--- src/cca_pkg.sv ---
// constants, types and helpers shared by the counter array design
// Notes on behaviour
// - One 16-bit time base counter is shared by all six capture/compare modules.
// - The time base tick comes from sysclk/12, sysclk/4, timer 0 overflow, external count input, sysclk or ext osc/8.
// - Each module runs edge capture, software timer, high-speed output or frequency output.
// - In PWM mode each module offers 8, 9, 10, 11 or 16 bit resolution.
// - Module 5 also acts as watchdog and comes out of every system reset enabled in that mode, unless software has locked it off.
// - Watchdog expiry raises a reset request, and software can switch that source off.
// - Software may lock the watchdog off after power-on reset; only the next power-on reset unlocks it.
// - Module pins and the external count input are presented for routing to port pins by the crossbar.
package cca_pkg;

    localparam int unsigned CCA_NUM_MODULES = 6;
    localparam int unsigned CCA_WIDTH       = 16;
    localparam int unsigned CCA_WDOG_MODULE = 5;

    localparam int unsigned CCA_SYS12_DIV = 12;
    localparam int unsigned CCA_SYS4_DIV  = 4;
    localparam int unsigned CCA_EXT8_DIV  = 8;

    localparam logic [15:0] CCA_COUNT_RESET      = 16'h0000;
    localparam logic [7:0]  CCA_WDOG_LIMIT_RESET = 8'hFF;
    localparam logic        CCA_WDOG_EN_RESET    = 1'b1;
    localparam logic        CCA_WDOG_LOCK_RESET  = 1'b0;

    typedef enum logic [2:0] {
        CCA_SRC_SYS12 = 3'b000,
        CCA_SRC_SYS4  = 3'b001,
        CCA_SRC_T0OVF = 3'b010,
        CCA_SRC_EXTIN = 3'b011,
        CCA_SRC_SYS   = 3'b100,
        CCA_SRC_EXT8  = 3'b101
    } cca_src_type;

    typedef enum logic [2:0] {
        CCA_MODE_OFF     = 3'b000,
        CCA_MODE_CAPTURE = 3'b001,
        CCA_MODE_SWTIMER = 3'b010,
        CCA_MODE_HSOUT   = 3'b011,
        CCA_MODE_PWM     = 3'b100,
        CCA_MODE_FREQ    = 3'b101
    } cca_mode_type;

    typedef enum logic [2:0] {
        CCA_PWM_8  = 3'b000,
        CCA_PWM_9  = 3'b001,
        CCA_PWM_10 = 3'b010,
        CCA_PWM_11 = 3'b011,
        CCA_PWM_16 = 3'b100
    } cca_pwm_type;

    function automatic logic [15:0] cca_pwm_mask(input cca_pwm_type w);
        logic [15:0] m;
        m = 16'h00FF;
        case (w)
            CCA_PWM_9:  m = 16'h01FF;
            CCA_PWM_10: m = 16'h03FF;
            CCA_PWM_11: m = 16'h07FF;
            CCA_PWM_16: m = 16'hFFFF;
            default:    m = 16'h00FF;
        endcase
        return m;
    endfunction

endpackage

--- src/cca_cc_if.sv ---
// link between the time base and one capture/compare module
`timescale 1ns/100ps
interface cca_cc_if;
    import cca_pkg::*;
    logic         tick;
    logic [15:0]  count;
    cca_mode_type mode;
    logic         cap_rise;
    logic         cap_fall;
    logic [15:0]  cmp;
    cca_pwm_type  pwm_w;
    logic         pin;
    logic         pin_out;
    logic         pin_oe;
    logic         event_p;
    logic [15:0]  cap_val;

    modport ctrl (output tick, count, mode, cap_rise, cap_fall, cmp, pwm_w, pin,
                  input  pin_out, pin_oe, event_p, cap_val);
    modport unit (input  tick, count, mode, cap_rise, cap_fall, cmp, pwm_w, pin,
                  output pin_out, pin_oe, event_p, cap_val);
endinterface

--- src/cca_cc_unit.sv ---
// one capture/compare module running off the shared time base
`timescale 1ns/100ps
module cca_cc_unit
    import cca_pkg::*;
(
    input  wire logic  i_clk,
    input  wire logic  i_resetn,
    cca_cc_if.unit     cc
);

    logic        pin_prev_q, pin_prev_d;
    logic        out_q, out_d;
    logic        oe_q, oe_d;
    logic        evt_q, evt_d;
    logic [15:0] cap_q, cap_d;
    logic [7:0]  nxt_q, nxt_d;
    logic [15:0] mask;
    logic        rise;
    logic        fall;
    logic        match;

    always_comb begin
        mask       = cca_pwm_mask(cc.pwm_w);
        rise       = cc.pin & ~pin_prev_q;
        fall       = ~cc.pin & pin_prev_q;
        match      = cc.tick && (cc.count == cc.cmp);
        pin_prev_d = cc.pin;
        out_d      = out_q;
        cap_d      = cap_q;
        evt_d      = 1'b0;
        nxt_d      = cc.cmp[7:0];
        oe_d       = (cc.mode == CCA_MODE_HSOUT) || (cc.mode == CCA_MODE_PWM) ||
                     (cc.mode == CCA_MODE_FREQ);
        case (cc.mode)
            CCA_MODE_CAPTURE: begin
                // capture works between ticks too: the edge is the event
                if ((rise && cc.cap_rise) || (fall && cc.cap_fall)) begin
                    cap_d = cc.count;
                    evt_d = 1'b1;
                end
            end
            CCA_MODE_SWTIMER: begin
                evt_d = match;
            end
            CCA_MODE_HSOUT: begin
                if (match) begin
                    out_d = ~out_q;
                    evt_d = 1'b1;
                end
            end
            CCA_MODE_PWM: begin
                if (cc.tick) begin
                    // high while the masked count is below the duty value
                    out_d = (cc.count & mask) < (cc.cmp & mask);
                    evt_d = (cc.count & mask) == mask;
                end
            end
            CCA_MODE_FREQ: begin
                nxt_d = nxt_q;
                if (cc.tick && (cc.count[7:0] == nxt_q)) begin
                    out_d = ~out_q;
                    evt_d = 1'b1;
                    nxt_d = nxt_q + cc.cmp[7:0];
                end
            end
            default: begin
                out_d = 1'b0;
            end
        endcase
    end

    always_ff @(posedge i_clk) begin
        if (!i_resetn) begin
            pin_prev_q <= 1'b0;
            out_q      <= 1'b0;
            oe_q       <= 1'b0;
            evt_q      <= 1'b0;
            cap_q      <= CCA_COUNT_RESET;
            nxt_q      <= CCA_COUNT_RESET[7:0];
        end else begin
            pin_prev_q <= pin_prev_d;
            out_q      <= out_d;
            oe_q       <= oe_d;
            evt_q      <= evt_d;
            cap_q      <= cap_d;
            nxt_q      <= nxt_d;
        end
    end

    assign cc.pin_out = out_q;
    assign cc.pin_oe  = oe_q;
    assign cc.event_p = evt_q;
    assign cc.cap_val = cap_q;

endmodule

--- src/cca_counter_array.sv ---
// counter array: time base, clock select, watchdog and six compare modules
`timescale 1ns/100ps
module cca_counter_array
    import cca_pkg::*;
(
    input  wire logic         i_clk,
    input  wire logic         i_resetn,
    input  wire logic         i_por_resetn,
    input  wire logic         i_run,
    input  wire cca_src_type  i_clk_sel,
    input  wire logic         i_timer0_ovf,
    input  wire logic         i_external_count_input,
    input  wire logic         i_ext_osc,
    input  wire cca_pwm_type  i_pwm_width,
    input  wire cca_mode_type i_mode      [CCA_NUM_MODULES],
    input  wire logic         i_cap_rise  [CCA_NUM_MODULES],
    input  wire logic         i_cap_fall  [CCA_NUM_MODULES],
    input  wire logic [15:0]  i_cmp_val   [CCA_NUM_MODULES],
    input  wire logic [5:0]   i_cex_in,
    input  wire logic         i_wdog_kick,
    input  wire logic         i_wdog_disable,
    input  wire logic         i_wdog_lock,
    output logic [15:0]       o_count,
    output logic [5:0]        o_cex_out,
    output logic [5:0]        o_cex_oe,
    output logic [5:0]        o_event,
    output logic [15:0]       o_cap_val   [CCA_NUM_MODULES],
    output logic              o_wdog_enabled,
    output logic              o_wdog_reset
);

    // pin synchronisers: bits 5:0 module pins, 6 count input, 7 ext osc
    // pin edges reach the edge detectors two clocks after the pin moves, and take effect on the third
    logic [7:0]   sync1_q, sync1_d;
    logic [7:0]   sync2_q, sync2_d;
    logic         eci_prev_q, eci_prev_d;
    logic         osc_prev_q, osc_prev_d;
    logic [3:0]   div12_q, div12_d;
    logic [1:0]   div4_q, div4_d;
    logic [2:0]   div8_q, div8_d;
    logic [15:0]  count_q, count_d;
    logic         tick;
    logic         eci_edge;
    logic         osc_edge;
    logic         div12_wrap;
    logic         div4_wrap;
    logic         div8_wrap;
    logic         wd_en_q, wd_en_d;
    logic         wd_lock_q, wd_lock_d;
    logic [7:0]   wd_limit_q, wd_limit_d;
    logic         wd_rst_q, wd_rst_d;
    logic         wd_expire;
    logic         any_resetn;
    cca_mode_type mode_eff [CCA_NUM_MODULES];

    // either reset clears the time base and the modules
    assign any_resetn = i_resetn & i_por_resetn;

    // no reset on the synchroniser, pins are unrelated to reset release
    always_comb begin
        sync1_d = {i_ext_osc, i_external_count_input, i_cex_in};
        sync2_d = sync1_q;
    end

    always_ff @(posedge i_clk) begin
        sync1_q <= sync1_d;
        sync2_q <= sync2_d;
    end

    // rising edges of the synchronised count input and oscillator
    always_comb begin
        eci_prev_d = sync2_q[6];
        osc_prev_d = sync2_q[7];
        eci_edge   = sync2_q[6] & ~eci_prev_q;
        osc_edge   = sync2_q[7] & ~osc_prev_q;
    end

    always_ff @(posedge i_clk) begin
        if (!any_resetn) begin
            eci_prev_q <= 1'b0;
            osc_prev_q <= 1'b0;
        end else begin
            eci_prev_q <= eci_prev_d;
            osc_prev_q <= osc_prev_d;
        end
    end

    // prescalers run free, so switching source never restarts them
    // the oscillator is sampled, so it must run well below i_clk
    always_comb begin
        div12_wrap = (div12_q == 4'(CCA_SYS12_DIV - 1));
        div4_wrap  = (div4_q == 2'(CCA_SYS4_DIV - 1));
        div8_wrap  = (div8_q == 3'(CCA_EXT8_DIV - 1));
        div12_d    = div12_wrap ? 4'h0 : div12_q + 4'h1;
        div4_d     = div4_q + 2'h1;
        div8_d     = osc_edge ? div8_q + 3'h1 : div8_q;
    end

    always_ff @(posedge i_clk) begin
        if (!any_resetn) begin
            div12_q <= 4'h0;
            div4_q  <= 2'h0;
            div8_q  <= 3'h0;
        end else begin
            div12_q <= div12_d;
            div4_q  <= div4_d;
            div8_q  <= div8_d;
        end
    end

    // a stopped time base gives no tick to any module
    always_comb begin
        // timer 0 overflow shares this clock and needs no synchroniser
        case (i_clk_sel)
            CCA_SRC_SYS12: tick = div12_wrap;
            CCA_SRC_SYS4:  tick = div4_wrap;
            CCA_SRC_T0OVF: tick = i_timer0_ovf;
            CCA_SRC_EXTIN: tick = eci_edge;
            CCA_SRC_SYS:   tick = 1'b1;
            CCA_SRC_EXT8:  tick = osc_edge && div8_wrap;
            default:       tick = 1'b0;
        endcase
        if (!i_run) begin
            tick = 1'b0;
        end
        // plain increment wraps 16'hFFFF to zero
        count_d = tick ? count_q + 16'h0001 : count_q;
    end

    always_ff @(posedge i_clk) begin
        if (!any_resetn) begin
            count_q <= CCA_COUNT_RESET;
        end else begin
            count_q <= count_d;
        end
    end

    // watchdog lock and enable
    // a lock pulse also clears the enable at once
    always_comb begin
        wd_lock_d = wd_lock_q | i_wdog_lock;
        wd_en_d   = wd_en_q & ~i_wdog_disable & ~i_wdog_lock;
    end

    always_ff @(posedge i_clk) begin
        if (!i_por_resetn) begin
            wd_lock_q <= CCA_WDOG_LOCK_RESET;
            wd_en_q   <= CCA_WDOG_EN_RESET;
        end else if (!i_resetn) begin
            // lock survives every reset except power-on
            wd_lock_q <= wd_lock_q;
            wd_en_q   <= ~wd_lock_q;
        end else begin
            wd_lock_q <= wd_lock_d;
            wd_en_q   <= wd_en_d;
        end
    end

    // watchdog limit and reset request
    // the limit holds only a high byte, with a low byte of zero, so the timeout moves in steps of 256 ticks
    always_comb begin
        wd_limit_d = wd_limit_q;
        if (i_wdog_kick) begin
            wd_limit_d = count_q[15:8] + i_cmp_val[CCA_WDOG_MODULE][15:8];
        end
        // expiry only on the tick taken while the count equals the limit byte and 00, so the request is one cycle
        wd_expire = tick && (count_q == {wd_limit_q, 8'h00});
        // kick wins over expiry in the same cycle, so a timely kick never resets
        wd_rst_d = wd_en_q && !i_wdog_kick && wd_expire;
    end

    always_ff @(posedge i_clk) begin
        if (!any_resetn) begin
            wd_limit_q <= CCA_WDOG_LIMIT_RESET;
            wd_rst_q   <= 1'b0;
        end else begin
            wd_limit_q <= wd_limit_d;
            wd_rst_q   <= wd_rst_d;
        end
    end

    // module 5 is held off while it serves as watchdog
    always_comb begin
        for (int m = 0; m < CCA_NUM_MODULES; m++) begin
            mode_eff[m] = i_mode[m];
        end
        if (wd_en_q) begin
            mode_eff[CCA_WDOG_MODULE] = CCA_MODE_OFF;
        end
    end

    genvar g;
    generate
        for (g = 0; g < CCA_NUM_MODULES; g++) begin : gen_cc
            cca_cc_if cc ();
            assign cc.tick     = tick;
            assign cc.count    = count_q;
            assign cc.mode     = mode_eff[g];
            assign cc.cap_rise = i_cap_rise[g];
            assign cc.cap_fall = i_cap_fall[g];
            assign cc.cmp      = i_cmp_val[g];
            assign cc.pwm_w    = i_pwm_width;
            assign cc.pin      = sync2_q[g];
            // each module registers its own outputs
            cca_cc_unit u_unit (
                .i_clk    (i_clk),
                .i_resetn (any_resetn),
                .cc       (cc.unit)
            );
            assign o_cex_out[g] = cc.pin_out;
            assign o_cex_oe[g]  = cc.pin_oe;
            assign o_event[g]   = cc.event_p;
            assign o_cap_val[g] = cc.cap_val;
        end
    endgenerate

    assign o_count        = count_q;
    assign o_wdog_enabled = wd_en_q;
    assign o_wdog_reset   = wd_rst_q;

endmodule

--- config.mk ---
export PLATFORM = sky130hd
export DESIGN_NAME = cca_counter_array
export DESIGN_NICKNAME = d
export VERILOG_FILES = /design/src/cca_pkg.sv /design/src/cca_cc_if.sv /design/src/cca_cc_unit.sv /design/src/cca_counter_array.sv
export SDC_FILE = /design/constraint.sdc
export NUM_CORES = 1
export LEC_CHECK = 0
export BUFFER_PORTS_ARGS = -buffer_cell sky130_fd_sc_hd__buf_2
export CORE_AREA = 4 4 193 214
export CTS_BUF_LIST = sky130_fd_sc_hd__clkbuf_16
export DETAILED_ROUTE_END_ITERATION = 10
export DIE_AREA = 0 0 197 218
export PLACE_DENSITY_LB_ADDON = 0.3
export RECOVER_POWER = 50
export SLEW_MARGIN = 10
export SYNTH_ARGS = -nofsm -noshare
export SYNTH_HDL_FRONTEND = slang
export SYNTH_SLANG_ARGS = --single-unit
--- constraint.sdc ---
create_clock -name i_clk -period 3.1 [get_ports i_clk]
set_clock_uncertainty 0.1 [all_clocks]
set_input_delay 0.93 -clock i_clk [delete_from_list [all_inputs] [get_ports i_clk]]
set_output_delay 0.93 -clock i_clk [all_outputs]
set_load 0.05 [all_outputs]
==> impl_metrics.py <==
metrics = {
    "outcome": {
        "status": "completed",
    },
    "global_routing": {
        "globalRouteTotalUtil_pct": 23.0,
        "grt_start_max_net_pins": 93,
        "number_of_antenna_violations_at_the_first_check_in_global_routing": 3,
        "grt_pass1_wl_mm": 77.8,
        "globalRoute.totalOverflow": 0,
        "first_global_vias": 13555,
    },
    "route": {
        "drcViolationCount": 0,
        "route.antenna.remaining_nets": 0,
        "drc_marker_count_from_the_first_detailed_route_iteration": 781,
        "drt-vias-per-instance": 5.32,
        "drt-total-wl_mm": 51.5,
        "first_pass_iters": 5,
        "route.detailed.wl_per_inst_um": 19.9,
        "via_count": 13755,
    },
    "timing": {
        "final_period_minus_worst_setup_slack_ns": 3.02,
        "hold_vio_cnt_final": 0,
        "final.setup.tns_ns": 0,
        "finalSetupViolCount": 0,
        "grt_setup_unrepaired": "false",
        "worst_slew_pin_slew_ns": 1.34,
        "final_max_slew_violation_count": 0,
        "post-route-worst-setup-slack_ns": 0.0761,
        "highest_attainable_clock_frequency_mhz": 331,
        "final.period_utilization_pct": 97.5,
        "slew-limit-headroom_pct": 10.5,
    },
    "floorplan": {
        "die_width_um": 197,
        "start_util_pct": 37.7,
        "placementRows": 76,
        "fp.coreArea_um2": 39000,
        "die_area_um2": 42900,
        "chipHeight_um": 218,
        "ioPinCount": 280,
    },
    "clocking": {
        "cts.clk_slew.worst_paths_ns": 0.06,
        "cts_inserted_buffers": 27,
        "post_cts_resized": 0,
        "cts.path.max_buffers": 3,
        "clk_root_buffer_cell": "clkbuf_16",
        "h-tree-depth": 1,
        "cts_tree": "done",
        "hold_buf_count_cts": 0,
        "numClockSinks": 222,
        "clkLatencyLatePin_ns": 0.54,
        "postCtsSetupRepairBufs": 0,
    },
    "place": {
        "post_detail_place_hpwl_mm": 39.3,
        "placement.cell_area_um2": 17100,
        "globalplace.congestion": 0.930,
        "dpl_worst_slack_ns": -0.213,
        "place.port_buffers": 279,
    },
    "critical_path": {
        "worst-r2r-cell-count": 10,
        "worstReg2RegEnd": "gen_cc[0].u_unit.cc.pin_out$_SDFFE_PN0P_",
        "startpoint_type": "register",
        "crit_required_ns": 2.07,
        "timing.critical_path.fanout_max": 10,
        "data_arrival_critical_path_ns": 1.99,
        "worst-setup-path-type": "reg2out",
        "critical_register_to_register_path_startpoint": "div12_q[0]$_SDFF_PP0_",
        "worst_setup_path_end_kind": "primary output",
        "reg2reg_setup_slack_ns": 0.22,
    },
    "synth": {
        "synth_async_sr_flop_share_pct": 0,
        "synth.ff_latch_count": 222,
        "synth-warning-count": 0,
        "synth_ff_type": "dfxtp_1",
        "synthesis.area_per_instance_um2": 8.37,
        "synth.cell_area_um2": 14700,
        "synth_cell_type_count": 66,
        "syn_nets": 2064,
        "synthCells": 1758,
        "number_of_flops_mapped_to_enable_cells_by_yosys": 0,
        "synth_seq_area_share_pct": 30.2,
    },
    "final_layout": {
        "area_delta_synth_final_pct": 21.3,
        "final_cell_mix": "buf_2 (251), dfxtp_1 (222), nor2_1 (188), ha_1 (151), nand2_1 (139)",
        "finalNetCount": 2361,
        "design_area_um2": 17800,
        "drive_gt1_share_pct": 19.7,
        "filler_cell_count": 3902,
        "layout.cells.most_common": "buf_2",
    },
    "power": {
        "power_density_nw_per_um2": 395,
        "p_leak_nw": 7.87,
        "peak_supply_drop_v": 0.000480,
    },
    "flow_run": {
        "maxcap_viol_count": 0,
    },
    "min_path": {
        "hp-class": "reg2reg",
        "hold_start": "sync1_q[3]$_DFF_P_",
        "min_delay_path_depth": 0,
        "holdPathEnd": "sync2_q[3]$_DFF_P_",
    },
}
==> layer usage <==
layer	vias to the layer above	wire length [µm]	share of wire (%)	GRT usage [%]
met3	111	4350	8.5	5.18
met2	504	23600	46	38.3
met1	6415	21400	42	29.2
li1	6723	-	-	-
met4	2	2150	4.2	8.53
met5	-	8	0.016	0
==> per-stage QoR <==
| step | cells | utilization [%] | total power, mW | hold slack [ns] |
|---|---|---|---|---|
| after global routing | 2584 | 45.7 | 7.36 | 0.227 |
| after detailed placement | 2533 | 43.8 | 4.04 | 0.212 |
| after floorplan | 1758 | - | 3.66 | 0.210 |
| after CTS | 2582 | 45.9 | 7.15 | 0.220 |
| final | 2586 | 45.7 | 7.05 | 0.219 |
| after global placement | 2533 | 43.8 | 4.02 | 0.210 |
==> worst max path at each step <==
stage	startpoint	end	cells past startpoint
2_1_floorplan	o_count[15]$_SDFFE_PN0P_	gen_cc[4].u_unit.cc.pin_out$_SDFFE_PN0P_	10
3_3_place_gp	i_pwm_width[0]	gen_cc[3].u_unit.cc.pin_out$_SDFFE_PN0P_	11
3_5_place_dp	i_pwm_width[0]	gen_cc[2].u_unit.cc.pin_out$_SDFFE_PN0P_	12
4_1_cts	o_count[5]$_SDFFE_PN0P_	o_count[5]	3
5_1_grt	o_count[5]$_SDFFE_PN0P_	o_count[5]	3
6_report	o_count[5]$_SDFFE_PN0P_	o_count[5]	3
==> cell type report <==
cell class              instances  area (µm²)  area share (%)
flip-flops and latches        222        4440            24.9
clock buffers                  27         676            3.79
clock inverters                22         174           0.975
well taps                     507         634            3.56
diodes                          4        10.0          0.0561
multi-input cells            1335        9380            52.6
inverters                      82         308            1.73
repair buffers                387        2210            12.4
==> synthesized netlist by cell type, drive strengths merged (4+ instances only) <==
master | number | area (µm²)
nand3 | 32 | 160
buf | 70 | 413
nor4 | 24 | 178
ha | 151 | 1890
dfxtp | 222 | 4440
nand2b | 11 | 68.8
xor2 | 73 | 639
nor2 | 190 | 723
o41ai | 7 | 61.3
and3 | 20 | 125
nand2 | 139 | 522
or4 | 4 | 30.0
o21a | 8 | 60.1
a21o | 11 | 82.6
nor3b | 4 | 30.0
or3 | 7 | 53.8
o21ai | 98 | 494
fa | 7 | 140
a211o | 4 | 35.0
a32oi | 6 | 52.6
nor2b | 29 | 181
a211oi | 11 | 82.6
and2 | 11 | 68.8
nand3b | 13 | 97.6
clkbuf | 49 | 184
xnor2 | 71 | 622
a21oi | 121 | 609
o211ai | 20 | 150
a31oi | 11 | 68.8
nor3 | 39 | 195
o21bai | 15 | 113
mux2i | 135 | 1350
inv | 82 | 308
nand4 | 28 | 175
==> cell families (layout without fill, tap and decap cells) <==
logic type | Yosys count | in the layout | synth area share, %
AOI/OAI and AO/OA | 336 | 336 | 13.6
buffers and inverters | 201 | 518 | 6.15
and+or+nand+nor | 561 | 561 | 18.3
DFF | 222 | 222 | 30.2
xor gates and xnor gates | 144 | 144 | 8.58
muxes | 136 | 136 | 9.26
adders and majority gates | 158 | 158 | 13.8
other | 0 | 4 | 0
==> flip-flops by register name, indices dropped and copies added (netlist names) <==
name	cells
div12_q	4
div8_q	3
eci_prev_q	1
gen_cc.u_unit.pin_prev_q	6
sync2_q	8
gen_cc.u_unit.cc.pin_out	6
div4_q	2
wd_limit_q	8
gen_cc.u_unit.cc.pin_oe	6
gen_cc.u_unit.nxt_q	48
o_count	16
o_wdog_reset	1
osc_prev_q	1
sync1_q	8
o_wdog_enabled	1
wd_lock_q	1
gen_cc.u_unit.cc.cap_val	96
gen_cc.u_unit.cc.event_p	6
==> power breakdown <==
part / leakage (nW) / internal [mW] / switching (mW) / total (mW)
clock: 0.421 / 1.76 / 1.31 / 3.06
combinational: 5.65 / 0.416 / 0.606 / 1.02
sequential: 1.81 / 2.91 / 0.0487 / 2.96
total: 7.87 / 5.09 / 1.96 / 7.05
==> critical path, stage by stage (launching register included) <==
cell and delay [ns]:
dfxtp_1 0.71, buf_4 0.27, buf_4 0.19, buf_2 0.28
Note: power is estimated with default switching activity, not from simulation.
